## src/logic/nsl_pkg.sv

```systemverilog
package nsl_pkg;

	// register byte offsets
	localparam logic [7:0] OFS_STATUS = 8'h18;
	localparam logic [7:0] OFS_ADDR   = 8'h1C;
	localparam logic [7:0] OFS_LOCK   = 8'h20;
	localparam logic [7:0] OFS_IFLAG  = 8'h24;
	localparam logic [7:0] OFS_IMASK  = 8'h28;
	localparam logic [7:0] OFS_CTRL   = 8'h2C;
	localparam logic [7:0] OFS_CMD    = 8'h30;

	// status field positions
	localparam int unsigned ST_SEC    = 8;
	localparam int unsigned ST_CFAIL  = 4;
	localparam int unsigned ST_LOCKW  = 3;
	localparam int unsigned ST_BADCMD = 2;
	localparam int unsigned ST_LOAD   = 1;
	localparam int unsigned ST_PRM    = 0;

	// interrupt flag positions, same layout in the mask
	localparam int unsigned IF_READY = 0;
	localparam int unsigned IF_ERROR = 1;

	// control fields
	localparam int unsigned CTRL_MANUAL_WRITE_SETTING   = 7;
	localparam int unsigned CTRL_SLP_LO = 8;

	// command word: code in low bits, key above it
	localparam int unsigned CMD_KEY_LO = 8;
	localparam int unsigned REGION_LO  = 18;

	// values after reset
	localparam logic [15:0] LOCK_RST = 16'hFFFF;
	localparam logic        MANUAL_WRITE_SETTING_RST = 1'h1;
	localparam logic [1:0]  SLP_RST  = 2'h0;
	localparam logic [21:0] ADDR_RST = 22'h000000;

	// sleep power reduction settings
	localparam logic [1:0] SLP_WAKE_ACCESS  = 2'h0;
	localparam logic [1:0] SLP_WAKE_INSTANT = 2'h1;
	localparam logic [1:0] SLP_DISABLED     = 2'h3;

	// command codes and key (values arbitrary)
	localparam logic [6:0] CMD_ERASE_ROW   = 7'h01;
	localparam logic [6:0] CMD_WRITE_PAGE  = 7'h02;
	localparam logic [6:0] CMD_LOCK        = 7'h03;
	localparam logic [6:0] CMD_UNLOCK      = 7'h04;
	localparam logic [6:0] CMD_SET_PRM     = 7'h05;
	localparam logic [6:0] CMD_CLR_PRM     = 7'h06;
	localparam logic [6:0] CMD_PBUF_CLR    = 7'h07;
	localparam logic [6:0] CMD_ERASE_LOCKS = 7'h08;
	localparam logic [7:0] CMD_KEY         = 8'h3C;

	typedef enum logic [0:0] {NSL_IDLE, NSL_BUSY} nsl_fsm_t;

	typedef struct packed {
		logic        wr;
		logic        rd;
		logic [7:0]  addr;
		logic [31:0] wdata;
	} nsl_bus_t;

	typedef struct packed {
		logic        start;
		logic        erase;
		logic [21:0] addr;
	} nsl_nvm_req_t;

	typedef struct packed {
		logic        load;
		logic        last;
		logic [21:0] addr;
	} nsl_pbuf_t;

	typedef struct packed {
		nsl_fsm_t     fsm;
		logic         ready;
		logic         cfail;
		logic         lockw;
		logic         badcmd;
		logic         load;
		logic         power_reduced_state;
		logic         sec;
		logic [21:0]  addr;
		logic [15:0]  lock;
		logic         manual_write_setting;
		logic [1:0]   slp;
		logic [1:0]   iflag;
		logic [1:0]   imask;
		logic         irq;
		logic [31:0]  rdata;
		nsl_nvm_req_t req;
	} nsl_state_t;

endpackage : nsl_pkg

```

## src/logic/nsl_core.sv

```systemverilog
`timescale 1ns/1ps

module nsl_core (
	input  wire logic                  core_clk_i,      // 200 MHz
	input  wire logic                  srst_i,          // sync reset
	input  wire nsl_pkg::nsl_bus_t     bus_i,           // register access
	output logic [31:0]                rdata_o,         // read data
	output nsl_pkg::nsl_nvm_req_t      nvm_req_o,       // array command
	input  wire logic                  nvm_done_i,      // array op done
	input  wire logic                  nvm_fail_i,      // array op failed
	input  wire nsl_pkg::nsl_pbuf_t    pbuf_i,          // buffer load
	input  wire logic                  array_access_i,  // bus read of array
	input  wire logic                  sleep_enter_i,   // sleep entry pulse
	input  wire logic                  sleep_exit_i,    // sleep exit pulse
	input  wire logic                  security_i,      // security setting
	output logic                       ready_o,         // controller ready
	output logic                       power_reduced_o, // power reduced
	output logic [15:0]                region_lock_o,   // 1 = unlocked
	output logic                       irq_o            // interrupt level
);

	nsl_pkg::nsl_state_t s_r;
	nsl_pkg::nsl_state_t s_nxt;

	// command decode terms, shared with the checks below
	logic        cmd_wr;
	logic        cmd_ok;
	logic [6:0]  cmd_code;
	logic        sw_go;
	logic        auto_go;
	logic        lock_hit;
	logic        set_prm_cmd;
	logic        lock_cmd;
	logic        err_any;

	function automatic logic [3:0] nsl_region(input logic [21:0] a);
		return a[nsl_pkg::REGION_LO +: 4];
	endfunction : nsl_region

	function automatic logic nsl_known(input logic [6:0] c);
		return (c >= nsl_pkg::CMD_ERASE_ROW) &&
			(c <= nsl_pkg::CMD_ERASE_LOCKS);
	endfunction : nsl_known

	// next-state logic for the whole block
	always_comb begin
		logic [21:0] tgt;
		logic        do_wr;
		logic        do_er;
		logic        clr_load;
		logic        set_lockw;
		logic        set_bad;
		logic        set_fail;
		logic        set_prm;
		logic        clr_prm;
		logic [31:0] wd;
		tgt = s_r.addr;
		do_wr = 1'b0;
		do_er = 1'b0;
		clr_load = 1'b0;
		set_lockw = 1'b0;
		set_bad = 1'b0;
		set_fail = 1'b0;
		set_prm = 1'b0;
		clr_prm = 1'b0;
		wd = bus_i.wdata;
		s_nxt = s_r;
		s_nxt.req.start = 1'b0;
		s_nxt.rdata = 32'h00000000;
		s_nxt.sec = security_i;
		cmd_wr = bus_i.wr && (bus_i.addr == nsl_pkg::OFS_CMD);
		cmd_code = wd[6:0];
		cmd_ok = nsl_known(cmd_code) &&
			(wd[nsl_pkg::CMD_KEY_LO +: 8] == nsl_pkg::CMD_KEY);
		set_prm_cmd = 1'b0;
		lock_cmd = 1'b0;
		sw_go = 1'b0;
		auto_go = 1'b0;
		// bad code or key is flagged even while busy
		if (cmd_wr && !cmd_ok) begin
			set_bad = 1'b1;
		end else if (cmd_wr) begin
			case (cmd_code)
				nsl_pkg::CMD_WRITE_PAGE: begin
					do_wr = (s_r.fsm == nsl_pkg::NSL_IDLE);
				end
				nsl_pkg::CMD_ERASE_ROW: begin
					do_er = (s_r.fsm == nsl_pkg::NSL_IDLE);
				end
				nsl_pkg::CMD_LOCK: begin
					s_nxt.lock[nsl_region(s_r.addr)] = 1'b0;
					lock_cmd = 1'b1;
				end
				nsl_pkg::CMD_UNLOCK: begin
					s_nxt.lock[nsl_region(s_r.addr)] = 1'b1;
					lock_cmd = 1'b1;
				end
				nsl_pkg::CMD_ERASE_LOCKS: begin
					s_nxt.lock = nsl_pkg::LOCK_RST;
					lock_cmd = 1'b1;
				end
				nsl_pkg::CMD_SET_PRM: begin
					set_prm = 1'b1;
					set_prm_cmd = 1'b1;
				end
				nsl_pkg::CMD_CLR_PRM: begin
					clr_prm = 1'b1;
				end
				nsl_pkg::CMD_PBUF_CLR: begin
					clr_load = 1'b1;
				end
				default: begin
					set_bad = 1'b1;
				end
			endcase
		end
		sw_go = do_wr || do_er;
		// automatic page write; a software command in the same cycle wins
		if (pbuf_i.load && pbuf_i.last && !s_r.manual_write_setting && !cmd_wr &&
			(s_r.fsm == nsl_pkg::NSL_IDLE)) begin
			do_wr = 1'b1;
			auto_go = 1'b1;
			tgt = pbuf_i.addr;
		end
		// launch towards the array unless the region is locked
		lock_hit = (do_wr || do_er) && !s_r.lock[nsl_region(tgt)];
		if (lock_hit) begin
			set_lockw = 1'b1;
		end else if (do_wr || do_er) begin
			s_nxt.req.start = 1'b1;
			s_nxt.req.erase = do_er;
			s_nxt.req.addr = tgt;
			s_nxt.fsm = nsl_pkg::NSL_BUSY;
			s_nxt.ready = 1'b0;
		end
		if (do_wr) begin
			clr_load = 1'b1;
		end
		// array completion
		case (s_r.fsm)
			nsl_pkg::NSL_IDLE: begin
				s_nxt.ready = !s_nxt.req.start;
			end
			nsl_pkg::NSL_BUSY: begin
				if (nvm_done_i) begin
					s_nxt.fsm = nsl_pkg::NSL_IDLE;
					s_nxt.ready = 1'b1;
				end
			end
			default: begin
				s_nxt.fsm = nsl_pkg::NSL_IDLE;
			end
		endcase
		set_fail = nvm_fail_i;
		// software register writes; clears go first so sets win
		if (bus_i.wr) begin
			case (bus_i.addr)
				nsl_pkg::OFS_STATUS: begin
					if (wd[nsl_pkg::ST_CFAIL]) s_nxt.cfail = 1'b0;
					if (wd[nsl_pkg::ST_LOCKW]) s_nxt.lockw = 1'b0;
					if (wd[nsl_pkg::ST_BADCMD]) s_nxt.badcmd = 1'b0;
					if (wd[nsl_pkg::ST_LOAD]) s_nxt.load = 1'b0;
				end
				nsl_pkg::OFS_ADDR: s_nxt.addr = wd[21:0];
				nsl_pkg::OFS_IFLAG: s_nxt.iflag = s_nxt.iflag & ~wd[1:0];
				nsl_pkg::OFS_IMASK: s_nxt.imask = wd[1:0];
				nsl_pkg::OFS_CTRL: begin
					s_nxt.manual_write_setting = wd[nsl_pkg::CTRL_MANUAL_WRITE_SETTING];
					s_nxt.slp = wd[nsl_pkg::CTRL_SLP_LO +: 2];
				end
				default: ;
			endcase
		end
		// ready event after the software clear, so a finish is never lost
		if (s_r.fsm == nsl_pkg::NSL_BUSY && nvm_done_i) begin
			s_nxt.iflag[nsl_pkg::IF_READY] = 1'b1;
		end
		// hardware may overwrite a software address write
		if (pbuf_i.load) begin
			s_nxt.addr = pbuf_i.addr;
		end
		// load flag: hardware clear, then set (set wins)
		if (clr_load) s_nxt.load = 1'b0;
		if (pbuf_i.load) s_nxt.load = 1'b1;
		// sticky error flags
		if (set_fail) s_nxt.cfail = 1'b1;
		if (set_lockw) s_nxt.lockw = 1'b1;
		if (set_bad) s_nxt.badcmd = 1'b1;
		err_any = set_fail || set_lockw || set_bad;
		if (err_any) s_nxt.iflag[nsl_pkg::IF_ERROR] = 1'b1;
		// power reduction: leaving first, entering wins
		if (array_access_i || (sleep_exit_i &&
			s_r.slp == nsl_pkg::SLP_WAKE_INSTANT)) begin
			clr_prm = 1'b1;
		end
		if (sleep_enter_i && s_r.slp != nsl_pkg::SLP_DISABLED) begin
			set_prm = 1'b1;
		end
		if (clr_prm) s_nxt.power_reduced_state = 1'b0;
		if (set_prm) s_nxt.power_reduced_state = 1'b1;
		s_nxt.irq = |(s_nxt.iflag & s_nxt.imask);
		// read mux; unused bits stay zero
		if (bus_i.rd) begin
			case (bus_i.addr)
				nsl_pkg::OFS_STATUS: begin
					s_nxt.rdata[nsl_pkg::ST_SEC] = s_r.sec;
					s_nxt.rdata[nsl_pkg::ST_CFAIL] = s_r.cfail;
					s_nxt.rdata[nsl_pkg::ST_LOCKW] = s_r.lockw;
					s_nxt.rdata[nsl_pkg::ST_BADCMD] = s_r.badcmd;
					s_nxt.rdata[nsl_pkg::ST_LOAD] = s_r.load;
					s_nxt.rdata[nsl_pkg::ST_PRM] = s_r.power_reduced_state;
				end
				nsl_pkg::OFS_ADDR: s_nxt.rdata[21:0] = s_r.addr;
				nsl_pkg::OFS_LOCK: s_nxt.rdata[15:0] = s_r.lock;
				nsl_pkg::OFS_IFLAG: s_nxt.rdata[1:0] = s_r.iflag;
				nsl_pkg::OFS_IMASK: s_nxt.rdata[1:0] = s_r.imask;
				nsl_pkg::OFS_CTRL: begin
					s_nxt.rdata[nsl_pkg::CTRL_MANUAL_WRITE_SETTING] = s_r.manual_write_setting;
					s_nxt.rdata[nsl_pkg::CTRL_SLP_LO +: 2] = s_r.slp;
				end
				nsl_pkg::OFS_CMD: begin
					s_nxt.rdata[0] = s_r.fsm == nsl_pkg::NSL_BUSY;
				end
				default: ;
			endcase
		end
	end

	// state register; every region starts unlocked
	always_ff @(posedge core_clk_i) begin
		if (srst_i) begin
			s_r <= '0;
			s_r.ready <= 1'b1;
			s_r.lock <= nsl_pkg::LOCK_RST;
			s_r.manual_write_setting <= nsl_pkg::MANUAL_WRITE_SETTING_RST;
			s_r.slp <= nsl_pkg::SLP_RST;
			s_r.addr <= nsl_pkg::ADDR_RST;
		end else begin
			s_r <= s_nxt;
		end
	end

	// outputs straight from the state flops
	assign rdata_o = s_r.rdata;
	assign nvm_req_o = s_r.req;
	assign ready_o = s_r.ready;
	assign power_reduced_o = s_r.power_reduced_state;
	assign region_lock_o = s_r.lock;
	assign irq_o = s_r.irq;
endmodule : nsl_core

```

## config.mk

```make
export PLATFORM = sky130hd
export DESIGN_NAME = nsl_core
export DESIGN_NICKNAME = d
export VERILOG_FILES = /design/src/logic/nsl_pkg.sv /design/src/logic/nsl_core.sv
export SDC_FILE = /design/constraint.sdc
export NUM_CORES = 1
export LEC_CHECK = 0
export ABC_CLOCK_PERIOD_IN_PS = 5900
export BUFFER_PORTS_ARGS = -buffer_cell sky130_fd_sc_hd__buf_4
export CAP_MARGIN = 20
export CORE_MARGIN = 3
export CORE_UTILIZATION = 50
export CTS_CLUSTER_SIZE = 12
export DETAILED_ROUTE_END_ITERATION = 8
export GPL_TIMING_DRIVEN = 0
export PLACE_DENSITY = 0.77
export SKIP_LAST_GASP = 1
export SLEW_MARGIN = 0
export SYNTH_ARGS = -nofsm -noshare
export SYNTH_HDL_FRONTEND = slang
export SYNTH_SLANG_ARGS = --single-unit
export TNS_END_PERCENT = 1
```

## constraint.sdc

```tcl
create_clock -name core_clk_i -period 5.9 [get_ports core_clk_i]
set_input_delay 0.59 -clock core_clk_i [delete_from_list [all_inputs] [get_ports core_clk_i]]
set_output_delay 0.59 -clock core_clk_i [all_outputs]
set_load 0.01 [all_outputs]
```

# == Word-level counts from Yosys, hierarchy flattened ==
# Index checks and enable logic that the tools add are counted.
# word_totals
regBits,110
input_bits,74
output_inout_bits,75
wordCells,173
# op_classes
magnitude_cmp,5
n_eq_ne,20
muxes,65
n_bitwise,11
reduce_logical,51
# ops
cell,count
$mux 22,4
$eq 8x6->1 const B,6
$mux 24,2
$pmux 16 s3,1
$mux 1,39
$eq 7x3->1 const B,4
$reduce_bool 2->1,12
$and 16x16->16,1
$eq 8x5->1 const B,2
$not 16->16,1
$or 16x16->16,1
$reduce_and 3->1,5
$eq 7x2->1 const B,2
$logic_and 1x1->1,13
$mux 4,3
$pmux 6 s2,1
$reduce_bool 3->1,4
$lt 4x5->1 const B,2
$mux 2,5
$pmux 3 s3,1
$reduce_and 2->1,4
$reduce_or 8->1,1
$eq 7x1->1 const B,1
$eq 7x4->1 const B,1
other kinds (22),36

# == Depth between registers and ports, before layout ==
# logic_depth
depth_word,16
mapped_depth,12
mapped_depth_nobuf,8

# == Worst setup path before layout ==
# Ideal clock, no wire load.
# synth_path
path_kind,input -> register
startpoint,input port pbuf_i[23] in the netlist's numbering
endpoint,"register s_r, in the netlist nvm_req_o[21]"
arrival_ns,2.731
required_time_ns,5.812
slack_ns,3.081
path_stages,12
path_buffers,4
path_cell_list,buf_2 > nand4bb_1 > buf_2 > a31oi_1 > buf_4 > mux2i_2 > a2111oi_2 > a31o_2 > o22ai_4 > buf_6 > a21oi_1 > a311oi_2
# synth_between
elab_chain_len,11
word_cells_on_any_way,13
cone_classes,mux (4); bitwise (1); reduce/logical (8)
# synth_rtl
item,line,text
start: declaration,nsl_core.sv:11,"input wire nsl_pkg::nsl_pbuf_t pbuf_i,"
$logic_and 1x1->1 (*) (4 in a row),nsl_core.sv:119,if (pbuf_i.load && pbuf_i.last && !s_r.manual_write_setting && !cmd_wr &&
$mux 22,nsl_core.sv:119,
$bmux 1 s4,nsl_core.sv:126,lock_hit = (do_wr || do_er) && !s_r.lock[nsl_region(tgt)];
$mux 1 (implied by the code),nsl_core.sv:126,
$logic_not 1->1,nsl_core.sv:126,
$logic_and 1x1->1,nsl_core.sv:126,
$not 1->1 (no source line),-,
$reduce_and 2->1 (no source line),-,
end signal: assignment,nsl_core.sv:239,s_r <= s_nxt;
end: declaration,nsl_core.sv:22,nsl_pkg::nsl_state_t s_r;
# Every way passes the cells marked *; elsewhere a longest branch is shown, timed or not. The select of a mux whose other input is x is not followed.
# A chain may end at the register's enable or synchronous reset.

# == Worst setup path after layout ==
# layout_path
startpoint,register s_r[109] in the netlist's numbering
endpoint,"register s_r, in the netlist nvm_req_o[10]"
# layout_between
elab_chain_len,9
word_cells_on_any_way,17
cone_classes,mux (10); bitwise (2); reduce/logical (5)
# layout_rtl
item,line
$not 1->1 (*),"nsl_core.sv:85, nsl_core.sv:88, nsl_core.sv:120"
$logic_and 1x1->1 or $mux 1 (tied branches),"nsl_core.sv:119, nsl_core.sv:83"
$mux 22 or $mux 1 (tied branches),"nsl_core.sv:119, nsl_core.sv:82"
$bmux 1 s4 or $mux 1 (tied branches),"nsl_core.sv:126, nsl_core.sv:80"
$mux 1 (on tied branches),"nsl_core.sv:126, nsl_core.sv:119"
$logic_not 1->1 or $logic_or 1x1->1 (tied branches),"nsl_core.sv:126, nsl_core.sv:129"
$logic_and 1x1->1,nsl_core.sv:126
$not 1->1 (no source line),-
$reduce_and 2->1 (no source line),-
# Marked as above.

==> impl_metrics.yaml <==
hold_path:
  worstHoldPathType: "in2reg"
route:
  wl_um: 17000
  drtPass1Iterations: 8
  detail_route.iter0.violations: 487
  drc_violations: 0
  post_drt_wl_per_cell_um: 19.0
  drt.antenna.violating_nets: 0
  via_count: 5165
  vias_per_cell: 5.76
logic_synthesis:
  syn-cell-area_mm2: 0.00541
  synth_enable_flop_cells: 0
  netlist_instances: 611
  synth-seq-area-share_pct: 37.0
  ys_warn_count: 0
  yosys_register_bits: 100
  synth_async_sr_flop_share_pct: 0
  syn_area_per_cell_um2: 8.86
  netlist-cell-type-count: 60
  synthFlopType: "sky130_fd_sc_hd__dfxtp_1"
clocking:
  post-cts-setup-buffer-count: 0
  htree_num_levels: 3
  cts.reportedPaths.clkPinSlew_ns: 0.11
  tritoncts: "built"
  worstSkewPairLatency_ns: 0.38
  post_cts_hold_buffer_count: 0
  clk_root_buffer_cell: "sky130_fd_sc_hd__clkbuf_8"
  cts_buffers: 9
  cts_buffer_depth: 2
  cts.repair.resized: 0
  clock-sinks: 100
global_route:
  number_of_antenna_violations_at_the_first_check_in_global_routing: 0
  grt_start_max_net_pins: 19
  global_route_wire_length_before_repair_um: 25800
  grt_overflow: 0
  gr-usage-all-layers_pct: 28.0
  number_of_global_route_vias_before_repair: 4828
place:
  dp_hpwl_um: 13300
  dpl-instance-area_mm2: 0.00656
  placement.io_buffers: 125
  place_congestion: 0.967
status:
  run_status: "complete, no violations"
layout:
  finalInstanceArea_mm2: 0.00677
  multi_input_area_mm2: 0.00269
  layout.filler_cells: 921
  synthToLayoutAreaGrowth_pct: 25.2
  register_area_mm2: 0.00200
  antenna-diode-count: 0
  nets: 830
  post_route_cells_drive_above_1_share_pct: 31.9
sta:
  setup_viol: 0
  timing.final.crit_period_ns: 3.25
  min_period_over_period_pct: 55.1
  timing.final.max_slew_violations: 0
  max_freq_ghz: 0.307
  clock_skew_ns: 0.0203
  maxSlewHeadroom_pct: 37.4
  worst_slew_pin_slew_ns: 0.931
  grt_setup_unrepaired: "no"
  setup_tns_ns: 0
  final_hold_viol_count: 0
floorplanning:
  fp-row-count: 37
  floorplan.io_pins: 149
  core_area_mm2: 0.0104
  fp.dieArea_mm2: 0.0121
  dieWidth_um: 110
  initial_core_util_pct: 52.0
  chipHeight_um: 110
worst_setup_path:
  cp.required_ns: 6.18
  timing.critical_path.to_type: "flip-flop"
  setup.worst_path.class: "reg2reg"
  worst-path-max-fanout: 10
  worst_setup_path_start_kind: "flip-flop"
  cp_data_arrival_time_ns: 3.53
power_and_ir_drop:
  power.static_leakage_uw: 0.00286
  ir_worst_vdd_mv: 0.154
  powerDensity_mw_per_mm2: 205
job:
  max_cap_viol_count: 0
[cells in the final DEF (no fill, tap or decap), drive strengths merged, types with 5 or more instances in the layout]
cell / n
and2: 6
a211oi: 25
nor2b: 5
o311ai: 10
o21ai: 20
clkbuf: 40
inv: 12
nand3: 17
nor2: 52
nand2: 39
a311oi: 23
mux2i: 55
nor3: 13
mux2: 7
dfxtp: 100
conb: 10
a21oi: 38
nor4: 5
a22o: 8
buf: 208
nand2b: 9
[sequential cells by signal, summed over array words and instances (netlist names)]
signal	flops
s_r	35
nvm_req_o	24
rdata_o	22
region_lock_o	16
irq_o	1
power_reduced_o	1
ready_o	1
[metal layers]
| layer | routed length, µm | global-route usage (%) | vias up |
|---|---|---|---|
| met3 | 1340 | 4.14 | 38 |
| met4 | 585 | 12.1 | 0 |
| met1 | 7480 | 38.9 | 2423 |
| met5 | 0 | 0 | - |
| li1 | - | - | 2460 |
| met2 | 7600 | 43.1 | 244 |
[kinds of logic after synthesis]
logic type                share of synthesized area [%]
AOI/OAI and AO/OA                                  21.5
DFF                                                37.0
buffers and inverters                              14.0
muxes                                              11.7
other                                            0.0693
and+or+nand+nor                                    15.4
xor gates and xnor gates                          0.324
[critical path, stage by stage (launching register included)]
cell	delay, ns
sky130_fd_sc_hd__dfxtp_1	0.31
sky130_fd_sc_hd__buf_2	0.17
sky130_fd_sc_hd__nand4bb_1	0.20
sky130_fd_sc_hd__buf_2	0.19
sky130_fd_sc_hd__a31oi_1	0.21
sky130_fd_sc_hd__buf_4	0.23
sky130_fd_sc_hd__mux2i_1	0.49
sky130_fd_sc_hd__o211ai_1	0.15
sky130_fd_sc_hd__a32oi_1	0.47
sky130_fd_sc_hd__o22ai_4	0.25
sky130_fd_sc_hd__buf_2	0.25
sky130_fd_sc_hd__a311oi_1	0.22
[metrics by stage]
step                utilization (%)  hold WS [ns]  setup slack, ns  total power (µW)  std cells
finish                         65.0         0.427             2.65              1390        897
global route                   65.0         0.420             2.41              1440        897
CTS                            65.0         0.427             2.65              1390        897
detailed placement             63.0         0.475             2.38               913        881
global placement               62.9         0.462             2.44               910        881
floorplan                         -         0.436             3.08               829        620
[cell type report]
cell class | instances | share of cell area (%)
plain buffers | 113 | 10.7
clock buffers | 10 | 2.03
clock inverters | 6 | 1.13
inverters | 8 | 0.443
multi-input cells | 399 | 39.7
flip-flops and latches | 100 | 29.6
well taps | 136 | 2.51
repair buffers | 125 | 13.9
[report_power, final]
part	switching (µW)	leakage [µW]	internal, µW
clock	271	0.000110	217
combinational	117	0.00194	82.6
sequential	14.3	0.000813	689
total	402	0.00286	988
[worst paths after layout]
check / start / end / slack [ns] / depth (start not counted)
worst max-delay path: s_r[109] / nvm_req_o[10] / 2.65 / 11
worst min register to register: s_r[57] / rdata_o[0] / 0.48 / 2
worst max register to register: s_r[109] / nvm_req_o[10] / 2.65 / 11
worst min-delay path: nvm_fail_i / s_r[107] / 0.43 / 3
[synthesized netlist by cell type, drive strengths merged, types with 4 or more instances]
library cell | number | area, µm²
nor3 | 13 | 65.1
nor2b | 5 | 31.3
a21oi | 38 | 190
nand2b | 9 | 56.3
a22oi | 4 | 30.0
nand2 | 39 | 146
nor4 | 5 | 46.3
inv | 8 | 30.0
dfxtp | 100 | 2000
clkbuf | 30 | 113
mux2i | 55 | 554
o21ai | 20 | 100
and3 | 4 | 25.0
a311oi | 23 | 208
mux2 | 7 | 78.8
a222oi | 4 | 40.0
nor2 | 52 | 195
a211oi | 25 | 188
a22o | 8 | 70.1
nand3 | 17 | 85.1
a31oi | 4 | 25.0
o311ai | 10 | 105
and2 | 6 | 37.5
buf | 83 | 616
Note: power is estimated with default switching activity, not from simulation.
